$ cat src/logic/mrs_pkg.sv
// Purpose: Constants for the reset-state register bank
// Assumes: One core clock, active-high reset pin
// Notes: Widths fixed at the device values
// ============================================================
// Widths and reset values
// ============================================================
package mrs_pkg;
    localparam int PC_W = 14;
    localparam int SP_W = 10;
    localparam int NIRQ = 11;
    localparam int PORT_W = 44;
    localparam int DCD_W = 4;
    localparam int SEG_W = 4;
    localparam logic [PC_W-1:0] PC_RST = 14'h0000;
    localparam logic [SP_W-1:0] SP_RST = 10'h3ff;
    localparam logic [NIRQ-1:0] IRQ_REQ_RST = 11'h000;
    localparam logic [NIRQ-1:0] IRQ_MASK_RST = 11'h7ff;
    localparam logic [PORT_W-1:0] LATCH_RST = 44'hfffffffffff;
    localparam logic [DCD_W-1:0] DCD_RST = 4'h0;
    localparam logic [SEG_W-1:0] SEG_RST = 4'h0;
    // Assumed instruction cycle length; reset pin held two instruction cycles
    localparam int INSTR_CYC_NS = 1000;
    localparam int CLK_NS = 20;
    localparam int RST_MIN_INSTR = 2;
    localparam int RST_MIN_CYC = (RST_MIN_INSTR * INSTR_CYC_NS + CLK_NS - 1) / CLK_NS;
    localparam int RCNT_W = 7;
    // Reset source codes
    typedef enum logic [1:0] {
        MRS_SRC_OTHER = 2'b00,
        MRS_SRC_STOP_CANCEL_INPUT = 2'b01,
        MRS_SRC_PIN_STOP = 2'b10
    } mrs_src_t;
endpackage : mrs_pkg

$ cat src/logic/mrs_src_detect.sv
// Purpose: Qualifies the reset pin and classifies the reset source
// Assumes: Inputs synchronous to mclk
// Notes: Pin reset accepted after a minimum hold time, or at once while in stop
`timescale 1ns/1ns
module mrs_src_detect (
    // Clock and reset
    input wire logic mclk,
    input wire logic rstn,
    input wire logic clk_en,
    // Reset causes
    input wire logic reset_pin,
    input wire logic stop_cancel_input,
    input wire logic in_stop,
    // Result
    output logic apply_pulse,
    output mrs_pkg::mrs_src_t src_q
);
    import mrs_pkg::*;

    logic [RCNT_W-1:0] cnt_q;
    logic pin_ok;
    logic armed_q;

    // The current high sample completes the minimum hold
    assign pin_ok = (cnt_q >= RCNT_W'(RST_MIN_CYC - 1));

    // ============================================================
    // Pin hold counter
    // ============================================================
    always_ff @(posedge mclk) begin
        if (!rstn) begin
            cnt_q <= '0;
        end else if (clk_en) begin
            if (!reset_pin) begin
                cnt_q <= '0;
            end else if (!pin_ok) begin
                cnt_q <= cnt_q + RCNT_W'(1);
            end
        end
    end

    // One apply per qualified event
    always_ff @(posedge mclk) begin
        if (!rstn) begin
            armed_q <= 1'b1;
            apply_pulse <= 1'b0;
            src_q <= MRS_SRC_OTHER;
        end else if (clk_en) begin
            apply_pulse <= 1'b0;
            if (in_stop && stop_cancel_input && armed_q) begin
                apply_pulse <= 1'b1;
                armed_q <= 1'b0;
                src_q <= MRS_SRC_STOP_CANCEL_INPUT;
            end else if (reset_pin && (pin_ok || in_stop) && armed_q) begin
                apply_pulse <= 1'b1;
                armed_q <= 1'b0;
                src_q <= in_stop ? MRS_SRC_PIN_STOP : MRS_SRC_OTHER;
            end else if (!reset_pin && !stop_cancel_input) begin
                armed_q <= 1'b1;
            end
        end
    end
endmodule : mrs_src_detect

$ cat src/logic/mrs_reset_bank.sv
// Purpose: Reset-state register bank of a small CPU
// Assumes: Core writes arrive as plain strobes
// Notes: Undefined working registers are not initialised
`timescale 1ns/1ns
// Summary of operation
// - Program counter loads zero
// - Interrupt request flags cleared
// - Interrupt masks set to one
// - Port output latches all ones
// - Direction controls cleared, pins high impedance
// - Segment select one cleared, pins are ports
// - Working registers left undefined on reset
// - RAM enable set by stop-cancel exit, cleared by other resets
// - Port C bit2, clock bit3 kept on stop-cancel
// - Stack pointer loads top of stack
// - Global interrupt enable cleared
module mrs_reset_bank (
    // Clock and reset
    input wire logic mclk,
    input wire logic rstn,
    input wire logic clk_en,
    // Reset causes
    input wire logic reset_pin,
    input wire logic stop_cancel_input,
    input wire logic in_stop,
    // Core write strobes
    input wire logic pc_we,
    input wire logic [mrs_pkg::PC_W-1:0] pc_wdata,
    input wire logic sp_we,
    input wire logic [mrs_pkg::SP_W-1:0] sp_wdata,
    input wire logic ie_we,
    input wire logic ie_wdata,
    input wire logic [mrs_pkg::NIRQ-1:0] irq_set,
    input wire logic [mrs_pkg::NIRQ-1:0] irq_clr,
    input wire logic mask_we,
    input wire logic [mrs_pkg::NIRQ-1:0] mask_wdata,
    input wire logic latch_we,
    input wire logic [mrs_pkg::PORT_W-1:0] latch_wdata,
    input wire logic dcd_we,
    input wire logic [mrs_pkg::DCD_W-1:0] dport_direction_ctrl0_wdata,
    input wire logic [mrs_pkg::DCD_W-1:0] dport_direction_ctrl1_wdata,
    input wire logic seg_we,
    input wire logic [mrs_pkg::SEG_W-1:0] seg_wdata,
    input wire logic ram_enable_flag_we,
    input wire logic ram_enable_flag_wdata,
    input wire logic ret_we,
    input wire logic pmc2_wdata,
    input wire logic css3_wdata,
    input wire logic work_we,
    input wire logic [3:0] acc_wdata,
    input wire logic carry_wdata,
    // State outputs
    output logic [mrs_pkg::PC_W-1:0] program_counter,
    output logic [mrs_pkg::SP_W-1:0] stack_pointer,
    output logic global_irq_enable,
    output logic [mrs_pkg::NIRQ-1:0] irq_request,
    output logic [mrs_pkg::NIRQ-1:0] irq_mask_bit,
    output logic [mrs_pkg::PORT_W-1:0] port_output_latch,
    output logic [mrs_pkg::DCD_W-1:0] dport_direction_ctrl0,
    output logic [mrs_pkg::DCD_W-1:0] dport_direction_ctrl1,
    output logic [mrs_pkg::SEG_W-1:0] segment_output_select1,
    output logic ram_enable_flag,
    output logic port_mode_c_bit2,
    output logic clock_select_bit3,
    output logic [3:0] accumulator,
    output logic carry_flag,
    output logic [1:0] reset_source,
    output logic in_reset
);
    import mrs_pkg::*;

    logic apply;
    mrs_src_t src;
    logic init;

    // ============================================================
    // Reset source detection
    // ============================================================
    mrs_src_detect u_src (
        .mclk(mclk),
        .rstn(rstn),
        .clk_en(clk_en),
        .reset_pin(reset_pin),
        .stop_cancel_input(stop_cancel_input),
        .in_stop(in_stop),
        .apply_pulse(apply),
        .src_q(src)
    );

    // Power-up reset or a qualified event; a held pulse waits for clk_en
    assign init = !rstn || (apply && clk_en);
    assign reset_source = src;
    assign in_reset = apply && clk_en;

    // ============================================================
    // Program flow registers
    // ============================================================
    always_ff @(posedge mclk) begin
        if (init) begin
            program_counter <= PC_RST;
            stack_pointer <= SP_RST;
        end else if (clk_en) begin
            if (pc_we) begin
                program_counter <= pc_wdata;
            end
            if (sp_we) begin
                stack_pointer <= sp_wdata;
            end
        end
    end

    // Interrupt enable, requests and masks
    always_ff @(posedge mclk) begin
        if (init) begin
            global_irq_enable <= 1'b0;
            irq_request <= IRQ_REQ_RST;
            irq_mask_bit <= IRQ_MASK_RST;
        end else if (clk_en) begin
            if (ie_we) begin
                global_irq_enable <= ie_wdata;
            end
            // Set wins over clear
            irq_request <= (irq_request & ~irq_clr) | irq_set;
            if (mask_we) begin
                irq_mask_bit <= mask_wdata;
            end
        end
    end

    // ============================================================
    // Port and display selection
    // ============================================================
    always_ff @(posedge mclk) begin
        if (init) begin
            port_output_latch <= LATCH_RST;
            dport_direction_ctrl0 <= DCD_RST;
            dport_direction_ctrl1 <= DCD_RST;
            segment_output_select1 <= SEG_RST;
        end else if (clk_en) begin
            if (latch_we) begin
                port_output_latch <= latch_wdata;
            end
            if (dcd_we) begin
                dport_direction_ctrl0 <= dport_direction_ctrl0_wdata;
                dport_direction_ctrl1 <= dport_direction_ctrl1_wdata;
            end
            if (seg_we) begin
                segment_output_select1 <= seg_wdata;
            end
        end
    end

    // ============================================================
    // Source-dependent bits
    // ============================================================
    always_ff @(posedge mclk) begin
        if (!rstn) begin
            ram_enable_flag <= 1'b0;
        end else if (clk_en && apply) begin
            ram_enable_flag <= (src == MRS_SRC_STOP_CANCEL_INPUT);
        end else if (clk_en && ram_enable_flag_we) begin
            ram_enable_flag <= ram_enable_flag_wdata;
        end
    end

    // Retained on stop-cancel, cleared otherwise
    always_ff @(posedge mclk) begin
        if (!rstn) begin
            port_mode_c_bit2 <= 1'b0;
            clock_select_bit3 <= 1'b0;
        end else if (clk_en && apply) begin
            if (src != MRS_SRC_STOP_CANCEL_INPUT) begin
                port_mode_c_bit2 <= 1'b0;
                clock_select_bit3 <= 1'b0;
            end
        end else if (clk_en && ret_we) begin
            port_mode_c_bit2 <= pmc2_wdata;
            clock_select_bit3 <= css3_wdata;
        end
    end

    // Working registers, no reset value
    always_ff @(posedge mclk) begin
        if (clk_en && work_we) begin
            accumulator <= acc_wdata;
            carry_flag <= carry_wdata;
        end
    end
endmodule : mrs_reset_bank

$ cat config.mk
export PLATFORM = sky130hd
export DESIGN_NAME = mrs_reset_bank
export DESIGN_NICKNAME = d
export VERILOG_FILES = /design/src/logic/mrs_pkg.sv /design/src/logic/mrs_src_detect.sv /design/src/logic/mrs_reset_bank.sv
export SDC_FILE = /design/constraint.sdc
export NUM_CORES = 1
export LEC_CHECK = 0
export ABC_AREA = 1
export BUFFER_PORTS_ARGS = -buffer_cell sky130_fd_sc_hd__buf_2
export CAP_MARGIN = 5
export CORE_AREA = 2 2 101 123
export DETAILED_ROUTE_END_ITERATION = 16
export DIE_AREA = 0 0 103 125
export PLACE_DENSITY = 0.73
export REMOVE_ABC_BUFFERS = 1
export SLEW_MARGIN = 20
export SYNTH_ARGS = -nofsm -noshare
export SYNTH_HDL_FRONTEND = slang
export SYNTH_SLANG_ARGS = --single-unit
$ cat constraint.sdc
create_clock -name mclk -period 1.6 [get_ports mclk]
set_input_delay 0.08 -clock mclk [delete_from_list [all_inputs] [get_ports mclk]]
set_output_delay 0.08 -clock mclk [all_outputs]
set_load 0.02 [all_outputs]
# Yosys cells after proc, flatten, opt, wreduce, memory -nomap -nowiden
# Cells that the tools add are included.
# classes
add_sub_neg	1
magnitude_cmp	1
eq_ne	4
n_mux	17
bitwise_logic	3
n_reduce_logical	29
# ops
cell	n
$reduce_and A2 Y1	11
$mux W7	2
$mux W1	12
$and A11 B11 Y11	1
$not A11 Y11	1
$or A11 B11 Y11	1
$logic_and A1 B1 Y1	9
$add A7 B1 Y7 const B	1
$ge A7 B7 Y1 const B	1
$mux W2	3
$reduce_bool A2 Y1	3
$ne A2 B1 Y1 const B	2
$logic_not A1 Y1	3
$reduce_bool A3 Y1	1
$eq A2 B1 Y1 const B	1
$logic_or A1 B1 Y1	2
$ne A2 B2 Y1 const B	1
# word_totals
ff_bits	122
inputBits	138
output_inout_bits	114
wordCells	73

# Logic depth before layout (Yosys ltp)
# depth
depth_word	6
depth_mapped	10
ltp_nobuf	10

# Hierarchy
# From an unflattened synthesis, not the netlist that was laid out.
# hier_totals
hier_cells	593
area_unflattened_um2	4585.6
# modules_own_cells
module	n_inst	cells_per_inst	area_per_inst_um2	seq_area_each_um2
mrs_reset_bank	1	495	3975.1	2272.2
mrs_src_detect	1	98	610.6	220.2

# Worst setup path after synthesis
# OpenSTA, ideal clock, no wires.
# synth_path
path_type	register -> register
start	register u_src.cnt_q[0]
end	register u_src.cnt_q[5]
arrival_time_ns	1.243
slack_ns	0.244
path_stages_with_launch	8
synth_period_minus_slack_ns	1.356
cell_sequence	dfxtp_1 -> ha_1 -> nor2_1 -> nand3_1 -> a31oi_2 -> nand2_1 -> nor2_1 -> nor2_1
# synth_via
elab_chain_cells	3
# synth_lines
item	line_no	source
start, declared	mrs_src_detect.sv:20	logic [RCNT_W-1:0] cnt_q;
start signal, assigned	mrs_src_detect.sv:37	cnt_q <= cnt_q + RCNT_W'(1);
$add A7 B1 Y7 / $ge A7 B7 Y1 (equally long branches)	mrs_src_detect.sv:37, mrs_src_detect.sv:25	
$mux W7 / $ne A2 B2 Y1 (equally long branches)	--	
$mux W7 / $reduce_and A2 Y1 (equally long branches)	--	
# Several ways; a longest one is shown, not always the timed one. The select of a mux whose other input is x is not followed.
# A chain may end at the register's enable or synchronous reset.

# Worst setup path in the final report
# layout_path
start	register u_src.apply_pulse
end	register ram_enable_flag
# layout_via
elab_chain_cells	2
# layout_lines
item	line_no	source
start, declared	mrs_src_detect.sv:15	output logic apply_pulse,
start signal, assigned	mrs_src_detect.sv:46	apply_pulse <= 1'b0;
start signal, assigned	mrs_src_detect.sv:49	apply_pulse <= 1'b0;
start signal, assigned	mrs_src_detect.sv:51	apply_pulse <= 1'b1;
$logic_and A1 B1 Y1 (*)	mrs_reset_bank.sv:159	end else if (clk_en && apply) begin
$mux W1 / $reduce_bool A2 Y1 (equally long branches)	--	
end signal, assigned	mrs_reset_bank.sv:160	ram_enable_flag <= (src == MRS_SRC_STOP_CANCEL_INPUT);
end signal, assigned	mrs_reset_bank.sv:162	ram_enable_flag <= ram_enable_flag_wdata;
end, declared	mrs_reset_bank.sv:62	output logic ram_enable_flag,
# Every way passes the cells marked *; elsewhere a longest branch is shown, timed or not.

==> PnR_summary.wiki <==
{| class="wikitable"
! Metric !! Value
|-
| Initial antenna violation count || 0
|-
| Maximum clock frequency || 661.8 MHz
|-
| Setup repair bufs after CTS || 0
|-
| Wire length of the first global-routing pass || 25720 µm
|-
| Number of global-route vias before repair || 5427
|-
| Met2 layer wire length in the routed design || 8496 µm
|-
| Peak per-stage delay on the critical path || 0.56 ns
|-
| Number of input and output port buffers inserted || 251
|-
| Data arrival, critical path || 1.81 ns
|-
| RSZ-0062 raised after global routing || no
|-
| Gp weighted congestion || 0.8209
|-
| Ys async rst share || 0
|-
| Avg Cell Area, Syn || 7.615 µm²
|-
| Synthesis-to-layout area growth || 73.85%
|-
| TritonRoute pass-1 iters || 4
|-
| Cell taking the most area after synthesis || dfxtp_1
|-
| Min Clock Period, post-route || 1.511 ns
|-
| Die width || 103 µm
|-
| Actual transition at the worst max-transition pin || 0.4837 ns
|-
| CTS tree || done
|-
| Startpoint-to-endpoint class of the critical path || reg2reg
|-
| CP Cell Sequence || nand2_2 -> inv_2 -> o21ai_2 -> o21ai_0 -> a21oi_1 -> dlygate4sd3_1
|-
| Most common cell in the synthesized netlist || nand2_1
|-
| Top cell type's share of synthesized area || 0.5213
|-
| Capturing element type of the critical path || flop
|-
| Total number of placement rows || 44
|-
| Non-filler cells in the finished layout || 1144
|-
| Maximum number of pins on one net before global-route repair || 66
|-
| Finished layout cell area || 7811 µm²
|-
| Worst Path Buf+Inv || 2
|-
| Ant. Diodes || 0
|-
| Worst Setup Slack, final || 0.08891 ns
|-
| Root Driver || clkbuf_16
|-
| Leading post-synthesis cells by cell area || dfxtp_1 52%, nand2_1 21%, nand3_1 8.4%
|-
| Number of enable-type register cells in the synthesized netlist || 5
|-
| Tcrit/Tclk final || 0.9444
|-
| Commonest cells in the synthesized netlist || 253 x nand2_1, 117 x dfxtp_1, 75 x nand3_1
|-
| Instance count of the mapped netlist || 590
|-
| Maximum vdd ir drop || 0.5507 mV
|-
| Via density per instance || 4.711
|-
| Share of layout cells above drive strength 1 || 0.3093
|-
| Routed len/inst || 14.28 µm
|-
| Area of the die || 12880 µm²
|-
| Cell count after placement || 983
|-
| Half-perimeter wire length after detailed placement || 8882 µm
|-
| Power density relative to cell area || 1061 nW/µm²
|-
| Worst slew margin relative to its limit || 0.6756
|-
| Highest layer used for signal routing || met4
|-
| Met3 routed wirelength || 1087 µm
|-
| Total global routing overflow || 0
|-
| Core box area || 11780 µm²
|-
| Yosys cell types || 21
|-
| Skew-Pair Late Insertion Delay || 0.41 ns
|-
| Max-cap check violation count || 0
|-
| Aggregate negative setup slack || 0 ns
|-
| Number of hold violations in the final report || 0
|-
| Register clock-pin slew on the reported worst setup and hold paths || 0.06 ns
|-
| Initial Util || 0.3814
|-
| Max clock buf depth || 2
|-
| Critical-path maximum fanout || 5
|-
| # DRC || 0
|-
| Final net count || 1109
|-
| Wire length after detailed routing || 16330 µm
|-
| Seq/Total Area, Yosys || 0.5547
|-
| Die Ht || 125 µm
|-
| Number of setup violations in the final report || 0
|-
| Kind of cell adding the most delay to the critical path || buffers and inverters
|-
| Overall via count from detail_route || 5389
|-
| CTS H-tree lvls || 4
|-
| Clock buffer count from CTS || 17
|-
| Number of filler instances in the final layout || 901
|-
| Post-placement worst setup slack || 0.1083 ns
|-
| Leak Pwr || 3.798 nW
|-
| Post-synthesis instance area || 4493 µm²
|-
| Count of nets left with antenna violations after detail routing || 0
|-
| Max-slew violations || 0
|-
| Power after layout || 8.287 mW
|-
| Clk_skew || 0.008022 ns
|-
| Status || complete, no violations
|-
| Classification of the worst-slack hold path || in2reg
|-
| Count of synthesis-stage warnings from yosys || 0
|-
| CP startpoint kind || flop
|-
| Ys flop type || dfxtp_1
|-
| Top-level port count || 252
|-
| Detailed router's first-iteration violation count || 215
|-
| Cell area after placement || 5923 µm²
|-
| Required time reported for the critical path endpoint || 1.89 ns
|-
| Cell with the largest stage delay on the worst path || dlygate4sd3_1
|-
| All-layer global routing usage || 0.2514
|-
| Number of sinks handled by clock tree synthesis || 122
|-
| Synthesis-stage register bit count || 122
|-
| Met1 WL || 6237 µm
|}
final timing paths:
path | cells after the start | to | startpoint | slack [ns]
worst max-delay path | 6 | ram_enable_flag$_SDFFE_PN0P_ | u_src.apply_pulse$_SDFFE_PN0P_ | 0.09
worst min-delay path | 4 | segment_output_select1[3]$_SDFFE_PP0P_ | seg_we | 0.05
worst max register to register | 6 | ram_enable_flag$_SDFFE_PN0P_ | u_src.apply_pulse$_SDFFE_PN0P_ | 0.09
worst min register to register | 2 | dport_direction_ctrl0[0]$_SDFFE_PP0P_ | dport_direction_ctrl0[0]$_SDFFE_PP0P_ | 0.46
cell type report:
cell class | instances | area (µm²) | area share
timing repair buffer | 389 | 2665 | 0.3412
sequential | 122 | 2492 | 0.3191
multi-input combinational | 414 | 1787 | 0.2287
clock buffer | 20 | 478.0 | 0.06119
tap | 161 | 201.4 | 0.02579
inverter | 26 | 97.59 | 0.01249
clock inverter | 12 | 90.09 | 0.01153
kinds of logic (layout without fill, tap and decap cells):
kind of cell    Yosys count  after routing  synth area share
compound gates           58             58           0.06628
simple gates            355            355            0.3211
fa+ha+maj                 1              1          0.002784
buf+inv                  54            447           0.05514
flops                   122            122            0.5547
routing by layer:
| metal | up-vias | track usage |
|---|---|---|
| met5 | - | 0 |
| met4 | 0 | 0.1192 |
| met3 | 46 | 0.06931 |
| met2 | 234 | 0.4446 |
| met1 | 2451 | 0.2700 |
| li1 | 2658 | - |
per-stage QoR:
stage	hold WS [ns]	utilization
final	0.05345	0.6630
after global routing	0.07229	0.6630
after CTS	0.03778	0.6606
after detailed placement	0.2587	0.5028
after global placement	0.2570	0.5028
after floorplan	0.1490	-
registers in the layout, indices dropped and copies added (netlist names), 2 cells and up:
name                    cells
program_counter            14
segment_output_select1      4
dport_direction_ctrl1       4
u_src.cnt_q                 7
irq_request                11
accumulator                 4
irq_mask_bit               11
port_output_latch          44
stack_pointer              10
u_src.src_q                 2
dport_direction_ctrl0       4
layout by cell type, fill, tap and decap left out:
master	instances
nor3_1	3
clkinv_2	3
buf_4	5
nor2_1	18
nor2_2	1
edfxtp_1	5
nand2_1	252
nand3_1	74
buf_2	251
o21ai_0	7
o21ai_2	2
inv_6	2
inv_1	21
a31oi_4	1
clkinv_4	4
nand2_2	2
a21oi_1	48
buf_12	4
nand3_2	1
clkbuf_8	2
nor2_4	1
inv_2	3
dlygate4sd3_1	129
clkinv_1	2
clkinvlp_4	3
ha_2	1
nand4_1	3
dfxtp_1	117
clkbuf_16	18
repair_timing:
item	CTS	global route
endpoints found under the hold margin	116	0
hold buffers	129	0
gates resized for setup	0	8
endpoints found under the setup margin	0	11
report_power, final:
| part | internal (mW) | total [mW] | switching, mW |
|---|---|---|---|
| Combinational | 0.611 | 1.35 | 0.736 |
| Sequential | 3.25 | 3.35 | 0.0970 |
| Clock | 2.16 | 3.59 | 1.43 |
worst min-delay path: stages:
cell,delay (ns)
buf_2,0.08
nand2_1,0.12
nand2_1,0.09
a21oi_1,0.05
No activity file was read; power rests on OpenSTA's default activity.
